**config.mk**
```make
export PLATFORM = sky130hd
export DESIGN_NAME = ipc_port_ctrl
export DESIGN_NICKNAME = d
export VERILOG_FILES = /design/src/include/ipc_pkg.sv /design/src/include/ipc_in_if.sv /design/src/rtl/ipc_input_path.sv /design/src/rtl/ipc_port_ctrl.sv
export SDC_FILE = /design/constraint.sdc
export NUM_CORES = 1
export LEC_CHECK = 0
export ABC_AREA = 1
export BUFFER_PORTS_ARGS = -buffer_cell sky130_fd_sc_hd__buf_4
export CORE_MARGIN = 2
export CORE_UTILIZATION = 45
export CTS_CLUSTER_DIAMETER = 150
export DETAILED_ROUTE_END_ITERATION = 7
export PLACE_DENSITY = 0.71
export SLEW_MARGIN = 15
export SYNTH_ARGS = -nofsm -noshare
export SYNTH_HDL_FRONTEND = slang
export SYNTH_SLANG_ARGS = --single-unit
export TNS_END_PERCENT = 5
```
**constraint.sdc**
```tcl
create_clock -name ref_clk -period 3.6 [get_ports ref_clk]
set_input_delay 0.72 -clock ref_clk [delete_from_list [all_inputs] [get_ports ref_clk]]
set_output_delay 0.72 -clock ref_clk [all_outputs]
set_load 0.05 [all_outputs]
```
**src/include/ipc_pkg.sv**
```systemverilog
// Constants for the I/O port pin input-control block, with the contract list.
// Contract
// - Analog-selected pin reads back as zero digitally.
// - Analog select leaves digital output drive untouched.
// - Port read-modify-write may corrupt analog pins' latch.
// - Analog select bits reset to analog mode.
// - Output comes from port latch after reset.
// - Threshold select feeds port read and change detect.
// - Each pin has its own weak pull-up enable.
package ipc_pkg;
    localparam int IPC_PINS = 8;
    localparam int IPC_ADDR_W = 8;
    localparam logic [IPC_ADDR_W-1:0] IPC_OFS_PORT = 8'h00;
    localparam logic [IPC_ADDR_W-1:0] IPC_OFS_LATCH = 8'h04;
    localparam logic [IPC_ADDR_W-1:0] IPC_OFS_DIR = 8'h08;
    localparam logic [IPC_ADDR_W-1:0] IPC_OFS_ANALOG = 8'h0C;
    localparam logic [IPC_ADDR_W-1:0] IPC_OFS_THRESH = 8'h10;
    localparam logic [IPC_ADDR_W-1:0] IPC_OFS_PULLUP = 8'h14;
    localparam logic [IPC_ADDR_W-1:0] IPC_OFS_ROUTE = 8'h18;
    localparam logic [7:0] IPC_RST_LATCH = 8'h00;
    localparam logic [7:0] IPC_RST_DIR = 8'hFF;
    localparam logic [7:0] IPC_RST_ANALOG = 8'hFF;
    localparam logic [7:0] IPC_RST_THRESH = 8'hFF;
    localparam logic [7:0] IPC_RST_PULLUP = 8'h00;
    localparam logic [7:0] IPC_RST_ROUTE = 8'h00;
    localparam logic [31:0] IPC_ZERO_WORD = 32'h0000_0000;
endpackage

```
**src/include/ipc_in_if.sv**
```systemverilog
// Carrier between the register side and the per-pin input path.
`timescale 1ns/10ps
interface ipc_in_if;
    logic [7:0] analogSel;
    logic [7:0] schmittSel;
    logic [7:0] schmittLevel;
    logic [7:0] ttlLevel;
    logic [7:0] digIn;
    modport ctrl (output analogSel, output schmittSel, output schmittLevel, output ttlLevel,
        input digIn);
    modport path (input analogSel, input schmittSel, input schmittLevel, input ttlLevel,
        output digIn);
endinterface

```
**src/rtl/ipc_input_path.sv**
```systemverilog
// Per-pin digital input path: threshold choice and analog masking.
`timescale 1ns/10ps
module ipc_input_path
    import ipc_pkg::*;
(
    input wire logic ref_clk,
    input wire logic nrst,
    ipc_in_if.path pins
);
    logic [7:0] digIn_reg;
    logic [7:0] digIn_next;

    genvar i;
    generate
        for (i = 0; i < IPC_PINS; i++)
        begin : g_pin
            always_comb
            begin
                if (pins.analogSel[i])
                begin
                    digIn_next[i] = 1'b0;
                end
                else
                begin
                    digIn_next[i] = pins.schmittSel[i] ? pins.schmittLevel[i]
                                                       : pins.ttlLevel[i];
                end
            end
        end
    endgenerate

    always_ff @(posedge ref_clk or negedge nrst)
    begin
        if (!nrst)
        begin
            digIn_reg <= 8'h00;
        end
        else
        begin
            digIn_reg <= digIn_next;
        end
    end

    assign pins.digIn = digIn_reg;

    analog_reads_zero_a: assert property (@(posedge ref_clk) disable iff (!nrst)
        ($past(pins.analogSel) != 8'h00) |-> ((pins.digIn & $past(pins.analogSel)) == 8'h00))
        else $error("Analog pin read as one.");
    thresh_pick_a: assert property (@(posedge ref_clk) disable iff (!nrst)
        1'b1 |=> (pins.digIn == (~$past(pins.analogSel) &
            (($past(pins.schmittSel) & $past(pins.schmittLevel)) |
             (~$past(pins.schmittSel) & $past(pins.ttlLevel))))))
        else $error("Input level ignores threshold choice.");
    ttl_used_c: cover property (@(posedge ref_clk) disable iff (!nrst)
        (pins.schmittSel == 8'h00) && (pins.analogSel == 8'h00) ##1 (pins.digIn != 8'h00));
endmodule

```
**src/rtl/ipc_port_ctrl.sv**
```systemverilog
// I/O port pin control: APB registers, output mux and input read path.
`timescale 1ns/10ps
module ipc_port_ctrl
    import ipc_pkg::*;
(
    input wire logic ref_clk,
    input wire logic nrst,
    input wire logic psel,
    input wire logic penable,
    input wire logic pwrite,
    input wire logic [IPC_ADDR_W-1:0] paddr,
    input wire logic [31:0] pwdata,
    input wire logic [3:0] pstrb,
    output logic [31:0] prdata,
    output logic pready,
    output logic pslverr,
    input wire logic [7:0] pinSchmittLevel,
    input wire logic [7:0] pinTtlLevel,
    input wire logic [7:0] periphOut,
    output logic [7:0] pinOut,
    output logic [7:0] pinOeN,
    output logic [7:0] pinWeakPullupEnable,
    output logic [7:0] pinAnalogSelect,
    output logic [7:0] changeDetectLevel
);
    logic [7:0] latch_reg, latch_next;
    logic [7:0] dir_reg, dir_next;
    logic [7:0] analog_reg, analog_next;
    logic [7:0] thresh_reg, thresh_next;
    logic [7:0] pullup_reg, pullup_next;
    logic [7:0] route_reg, route_next;
    logic [31:0] rdata_reg, rdata_next;
    logic err_reg, err_next;
    logic [7:0] out_reg, out_next;
    logic [7:0] oeN_reg, oeN_next;
    logic setup, wrAccess, hit;

    ipc_in_if inPath ();

    assign inPath.analogSel = analog_reg;
    assign inPath.schmittSel = thresh_reg;
    assign inPath.schmittLevel = pinSchmittLevel;
    assign inPath.ttlLevel = pinTtlLevel;

    ipc_input_path u_path (
        .ref_clk(ref_clk),
        .nrst(nrst),
        .pins(inPath.path)
    );

    assign setup = psel && !penable;
    assign wrAccess = psel && penable && pwrite && pstrb[0] && !err_reg;
    assign pready = psel && penable;
    assign pslverr = psel && penable && err_reg;

    // Read data is prepared in the setup cycle so prdata comes from a flop
    // and the access phase still completes without wait states.
    always_comb
    begin
        rdata_next = rdata_reg;
        err_next = err_reg;
        hit = 1'b1;
        if (setup)
        begin
            rdata_next = IPC_ZERO_WORD;
            if (paddr == IPC_OFS_PORT)
            begin
                // The live select masks again, so a read right after a pin turns analog
                // cannot show the level that the input flop caught one cycle earlier.
                rdata_next[7:0] = inPath.digIn & ~analog_reg;
            end
            else if (paddr == IPC_OFS_LATCH)
            begin
                rdata_next[7:0] = latch_reg;
            end
            else if (paddr == IPC_OFS_DIR)
            begin
                rdata_next[7:0] = dir_reg;
            end
            else if (paddr == IPC_OFS_ANALOG)
            begin
                rdata_next[7:0] = analog_reg;
            end
            else if (paddr == IPC_OFS_THRESH)
            begin
                rdata_next[7:0] = thresh_reg;
            end
            else if (paddr == IPC_OFS_PULLUP)
            begin
                rdata_next[7:0] = pullup_reg;
            end
            else if (paddr == IPC_OFS_ROUTE)
            begin
                rdata_next[7:0] = route_reg;
            end
            else
            begin
                hit = 1'b0;
            end
            err_next = !hit;
        end
    end

    always_comb
    begin
        latch_next = latch_reg;
        dir_next = dir_reg;
        analog_next = analog_reg;
        thresh_next = thresh_reg;
        pullup_next = pullup_reg;
        route_next = route_reg;
        if (wrAccess)
        begin
            // A write to the port offset lands in the latch, so a read-modify-write
            // copies zeros from analog pins back into their latch bits.
            if (paddr == IPC_OFS_PORT || paddr == IPC_OFS_LATCH)
            begin
                latch_next = pwdata[7:0];
            end
            else if (paddr == IPC_OFS_DIR)
            begin
                dir_next = pwdata[7:0];
            end
            else if (paddr == IPC_OFS_ANALOG)
            begin
                analog_next = pwdata[7:0];
            end
            else if (paddr == IPC_OFS_THRESH)
            begin
                thresh_next = pwdata[7:0];
            end
            else if (paddr == IPC_OFS_PULLUP)
            begin
                pullup_next = pwdata[7:0];
            end
            else if (paddr == IPC_OFS_ROUTE)
            begin
                route_next = pwdata[7:0];
            end
        end
    end

    always_comb
    begin
        // Analog select is deliberately absent here.
        out_next = (route_reg & periphOut) | (~route_reg & latch_reg);
        oeN_next = dir_reg;
    end

    always_ff @(posedge ref_clk or negedge nrst)
    begin
        if (!nrst)
        begin
            latch_reg <= IPC_RST_LATCH;
            dir_reg <= IPC_RST_DIR;
            analog_reg <= IPC_RST_ANALOG;
            thresh_reg <= IPC_RST_THRESH;
            pullup_reg <= IPC_RST_PULLUP;
            route_reg <= IPC_RST_ROUTE;
            rdata_reg <= IPC_ZERO_WORD;
            err_reg <= 1'b0;
            out_reg <= IPC_RST_LATCH;
            oeN_reg <= IPC_RST_DIR;
        end
        else
        begin
            latch_reg <= latch_next;
            dir_reg <= dir_next;
            analog_reg <= analog_next;
            thresh_reg <= thresh_next;
            pullup_reg <= pullup_next;
            route_reg <= route_next;
            rdata_reg <= rdata_next;
            err_reg <= err_next;
            out_reg <= out_next;
            oeN_reg <= oeN_next;
        end
    end

    assign prdata = rdata_reg;
    assign pinOut = out_reg;
    assign pinOeN = oeN_reg;
    assign pinWeakPullupEnable = pullup_reg;
    assign pinAnalogSelect = analog_reg;
    assign changeDetectLevel = inPath.digIn;

    out_ignores_analog_a: assert property (@(posedge ref_clk) disable iff (!nrst)
        ##1 1'b1 |=> (pinOut == (($past(route_reg) & $past(periphOut)) |
            (~$past(route_reg) & $past(latch_reg)))))
        else $error("Output value not from latch or route.");
    rmw_latch_a: assert property (@(posedge ref_clk) disable iff (!nrst)
        (wrAccess && paddr == IPC_OFS_PORT) |=> (latch_reg == $past(pwdata[7:0])))
        else $error("Port write missed the latch.");
    analog_reset_a: assert property (@(posedge ref_clk)
        $rose(nrst) |-> (analog_reg == IPC_RST_ANALOG))
        else $error("Analog select not set after reset.");
    latch_drive_rst_a: assert property (@(posedge ref_clk)
        $rose(nrst) |-> (route_reg == 8'h00) ##1 (pinOut == latch_reg))
        else $error("Output not from latch after reset.");
    change_level_a: assert property (@(posedge ref_clk) disable iff (!nrst)
        (changeDetectLevel & analog_reg & $past(analog_reg)) == 8'h00)
        else $error("Change detect sees analog pin high.");
    pullup_write_a: assert property (@(posedge ref_clk) disable iff (!nrst)
        (wrAccess && paddr == IPC_OFS_PULLUP) |=> (pinWeakPullupEnable == $past(pwdata[7:0])))
        else $error("Pull-up enable did not follow write.");
    reg_readback_a: assert property (@(posedge ref_clk) disable iff (!nrst)
        (setup && paddr == IPC_OFS_THRESH) ##1 (pready && !pwrite) |-> (prdata[7:0] == thresh_reg))
        else $error("Threshold register read mismatch.");
    port_read_a: assert property (@(posedge ref_clk) disable iff (!nrst)
        (setup && paddr == IPC_OFS_PORT) |=> ((prdata[7:0] & $past(analog_reg)) == 8'h00))
        else $error("Port read shows analog pin high.");
    bad_addr_a: assert property (@(posedge ref_clk) disable iff (!nrst)
        (setup && paddr > IPC_OFS_ROUTE) |=> (pready && pslverr))
        else $error("Unmapped access not flagged.");
    write_cov_c: cover property (@(posedge ref_clk) disable iff (!nrst)
        wrAccess && paddr == IPC_OFS_ANALOG && pwdata[7:0] == 8'h00);
    rmw_cov_c: cover property (@(posedge ref_clk) disable iff (!nrst)
        pready && !pwrite && paddr == IPC_OFS_PORT ##[1:4] wrAccess && paddr == IPC_OFS_PORT);
    route_cov_c: cover property (@(posedge ref_clk) disable iff (!nrst)
        route_reg != 8'h00 && pinOeN != 8'hFF);
endmodule

```
# After elaboration in Yosys (flattened, before gate mapping)
# Cells that the tools add are included.
[word_totals]
latchBits = 0
inputBits = 73
romBits = 0
memories = 0
register_bits = 81
ramBits = 0
[classes]
n_addsub = 0
n_shift = 0
n_lt_le_gt_ge = 0
n_bitwise = 11
div = 0
n_eq_ne = 6
n_reduce_logical = 17
n_mux = 31
multipliers = 0
[op_table]
columns = ["operator", "n"]
rows = [
  ["8-bit two-way mux", 7],
  ["8-bit AND", 3],
  ["8-bit by 5-bit == test with 1-bit output, second input constant", 3],
  ["1-bit two-way mux", 24],
  ["8-bit by 4-bit == test with 1-bit output, second input constant", 2],
  ["8-bit NOT", 2],
  ["8-bit by 3-bit == test with 1-bit output, second input constant", 1],
  ["8-bit logical NOT", 1],
  ["8-bit bitwise OR", 1],
  ["7-bit AND reduction", 1],
  ["1-bit logical AND", 6],
  ["6-bit AND reduction", 1],
  ["1-bit NOT", 5],
  ["5-bit AND reduction", 1],
  ["4-bit AND reduction", 1],
  ["1-bit logical NOT", 3],
  ["3-bit AND reduction", 1],
  ["2-bit AND reduction", 1],
  ["1-bit logical OR", 1],
]

# Logic depth before layout (Yosys ltp)
[logic_depth]
word_depth = 10
mapped_depth = 10
depth_no_buf = 9

# By module
# From an unflattened synthesis, not the netlist that was laid out.
[hier_totals]
hier_cells = 462
area_unflattened_um2 = 3997.6
[modules_own_cells]
columns = ["module", "instances", "area_each_um2", "seq_area_each_um2", "cells_per_inst"]
rows = [
  ["ipc_port_ctrl", 1, 3597.2, 1866.8, 406],
  ["ipc_input_path", 1, 400.4, 200.2, 56],
]

# Worst setup path after synthesis
# No wires, ideal clock.
[synth_timing]
path_type = "in2out"
from = "input port psel"
to = "output port pslverr"
t_required_ps = 2880
n_path_buf = 0
path_slack_ps = 1461
cell_stages = 2
arrival_time_ps = 1419
path_cell_list = "nand2_1 -> nor2_1"
[synth_between]
elab_chain_cells = 2
[synth_rtl]
columns = ["item", "line", "rtl"]
rows = [
  ["start, declared", "ipc_port_ctrl.sv:8", "input wire logic psel,"],
  ["1-bit logical AND (2 in series)", "ipc_port_ctrl.sv:54", "assign pslverr = psel && penable && err_reg;"],
  ["end, declared", "ipc_port_ctrl.sv:16", "output logic pslverr,"],
]
# Every way passes these cells.

# Final worst setup path
[layout_timing]
from = "input port paddr[7]"
to = "register thresh_reg[5], in the netlist inPath.schmittSel[5]"
[layout_between]
elab_chain_cells = 4
word_cells_on_any_way = 10
[layout_rtl]
columns = ["item", "line", "rtl"]
rows = [
  ["start, declared", "ipc_port_ctrl.sv:11", "input wire logic [IPC_ADDR_W-1:0] paddr,"],
  ["8-bit by 3-bit == test with 1-bit output / 8-bit logical NOT (equally long branches)", "ipc_port_ctrl.sv:116", "if (paddr == IPC_OFS_PORT || paddr == IPC_OFS_LATCH)"],
  ["1-bit logical OR", "ipc_port_ctrl.sv:116", ""],
  ["1-bit NOT (no line)", "-", ""],
  ["5-bit AND reduction (no line) (*)", "-", ""],
  ["end signal, assigned", "ipc_port_ctrl.sv:170", "thresh_reg <= thresh_next;"],
  ["end, declared", "ipc_port_ctrl.sv:29", "logic [7:0] thresh_reg, thresh_next;"],
]
# Mark *: on every way between the ends. The rest lies on a longest branch, timed or not.
# A chain may end at the register's enable or synchronous reset.

==> flow_summary.yaml <==
clock_network:
  cts_tree: "done"
  clock_latency_ns: 0.35
  cts_buffer_depth: 2
  htreeDepth: 3
  clkTransAtPathRegs_ns: 0.08
  cts_setup_buffers: 0
  cts_buffers: 9
  clock-sinks: 81
  cts_hold_buf: 0
  cts_root_buffer: "clkbuf_8"
  ctsResizeCount: 0
grt:
  antenna_found_initial: 0
  gr-total-overflow: 0
  grt_pass1_vias: 3326
  track_usage: 0.213
  grt_max_degree: 82
  grt_pass1_wl_um: 16000
flow_run:
  drv_cap: 0
critical_path:
  crit_family: "simple AND/OR/NAND/NOR gates"
  worstPathCellList: "buf_4 -> nor2_1 -> nand2_2 -> nor3_4 -> nor2_4 -> nand2_4 -> nor2_2 -> nand2_4 -> nand2_1 -> o21ai_2"
  crit_fanout: 16
  arrival_ns: 2.32
  cpMaxStageDelayCell: "nor3_4"
  path_class: "input pin to flip-flop"
  cp.buffers_inverters: 1
  crit_required_ns: 3.88
  cp_common_cell: "nand2_4"
  slowest_delay_ns: 0.57
  start_kind: "input pin"
  endpoint_kind: "flip-flop"
die:
  coreArea_um2: 8640
  die_area_um2: 9540
  die_y_um: 97.7
  initial_core_util: 0.457
  die_w_um: 97.7
  num_rows: 34
  ios: 147
layout:
  drive_above_1_share: 0.320
  fillers: 826
  stdcell_count: 671
  diodes: 0
  final_nets: 631
  multi_input_area_um2: 1480
  regArea_um2: 2070
  final_area_um2: 4830
  area_growth_syn_to_layout_pct: 22.2
routing:
  remaining_drc_errors: 0
  vias: 3255
  detail-route-antenna-nets: 0
  drt_pass1_iterations: 5
  drt-wirelength-per-cell_um: 14.3
  viasPerCell: 4.85
  totalWireLength_um: 9600
  first_iter_violations: 206
sta:
  skew_ns: 0.0103
  rsz0062_at_grt: "no"
  max-slew-margin-rel: 0.334
  hold_viol: 0
  worstMarginPinSlew_ns: 0.999
  slew_violations: 0
  finalSetupViolations: 0
  max_freq_mhz: 490
  timing.hold.ws_ns: 0.368
  min_period_ns: 2.04
  fin_crit_sh: 0.566
  tns_ns: 0
yosys:
  yosysWarnings: 0
  ys_ff_latch: 81
  yosysTopAreaCellShare: 0.310
  synth.area.top_cells: "dfrtp_1 (31%), dfstp_2 (21%), nand2_1 (9.8%)"
  syn_inst: 462
  synth.largest_area_cell: "dfrtp_1"
  netlist_area_um2: 3950
  synth.yosys.seq_area_share: 0.523
  syn_avg_cell_area_um2: 8.55
  synth_cell_types: 28
power_and_ir_drop:
  leakagePower_nw: 2.44
  power.density_nw_per_um2: 394
  vdd_ir_drop_max_uv: 235
placement:
  placed_area_um2: 4630
  io_buffers: 95
  dpl.hpwl_um: 7200
  gp_congestion: 0.869
  dp_cells: 655
min_path:
  hold_path_class: "flip-flop to flip-flop"
outcome:
  outcome: "finished, final reports clean"
[per-stage QoR]
stage          power, mW   util  setup WS (ns)
2_1_floorplan       1.17      -           1.46
3_3_place_gp        1.26  0.536           1.26
3_5_place_dp        1.26  0.536           1.23
4_1_cts             1.92  0.559           1.59
5_1_grt             1.98  0.559           1.42
6_report            1.90  0.559           1.56
[cell usage in the layout, fill, tap and decap left out]
cell        count
a21oi_1        23
a31oi_1         1
buf_4          96
bufinv_16       1
clkbuf_1        1
clkbuf_8       10
clkinv_2        2
clkinvlp_4      2
conb_1         24
dfrtp_1        49
dfstp_2        32
inv_1          59
inv_2           3
nand2_1       103
nand2_2         4
nand2_4         4
nand3_1        28
nand4_1         8
nand4_2         1
nor2_1         43
nor2_2          4
nor2_4          5
nor3_1          1
nor3_4          1
o21ai_0        33
o21ai_1         9
o21ai_2         8
o21ai_4         1
o22ai_1         1
or2_2           6
[cell usage after synthesis]
master	n
dfrtp_1	49
buf_2	2
nand2_4	4
inv_1	59
conb_1	1
o21ai_2	8
nand3_1	28
dfstp_2	32
o21ai_0	33
o22ai_1	1
o21ai_1	9
o21ai_4	1
nor2_4	5
inv_2	3
nand2_1	103
nand2_2	4
nand4_1	8
clkbuf_1	1
a21oi_1	23
nor2_1	43
a31oi_1	1
nor2_2	4
nand4_2	1
buf_6	4
nor3_1	1
buf_4	27
nor3_4	1
or2_2	6
[cell type report]
type,count,share of cell area
well taps,108,0.0280
multi-input cells,308,0.306
repair buffers,96,0.149
clock buffers,11,0.0293
flip-flops and latches,81,0.428
clock inverters,5,0.0114
inverters,62,0.0482
[cell families (layout without fill, tap and decap cells)]
logic type,Yosys count,count (layout),synth area share
and+or+nand+nor,208,208,0.243
buffers and inverters,96,174,0.125
DFF,81,81,0.523
AOI/OAI and AO/OA,76,76,0.107
other,1,24,0.000949
[worst reg2reg max path, cell delays in order (launching register included)]
cell and delay [ns]:
dfrtp_1 0.37, inv_1 0.12, nand4_1 0.17, inv_2 0.19
nand4_2 0.37, o21ai_0 0.32
[where the power goes]
part | internal (mW) | switching [mW] | total [mW]
clock network | 0.337 | 0.323 | 0.660
registers | 0.936 | 0.0130 | 0.949
logic | 0.0824 | 0.211 | 0.294
[worst paths after layout]
path	startpoint	endpoint	slack, ns	cells after the start
setup / recovery	paddr[7]	inPath.schmittSel[5]	1.56	10
hold / removal	dir_reg[7]	pinOeN[7]	0.37	0
setup reg to reg	err_reg	pinAnalogSelect[1]	1.98	5
hold reg to reg	dir_reg[7]	pinOeN[7]	0.37	0
max in group asynchronous	nrst	pinWeakPullupEnable[0]	2.43	1
min in group asynchronous	nrst	u_path.pins.digIn[6]	0.53	1
[routing by layer]
layer	vias to the layer above	GRT usage	wire length [µm]	part of all wire
met1	1505	0.273	3920	0.41
met2	132	0.353	4740	0.49
li1	1599	-	-	-
met3	19	0.0381	721	0.075
met4	0	0.0940	215	0.022
met5	-	0	0	0
(Power assumes the default switching activity.)
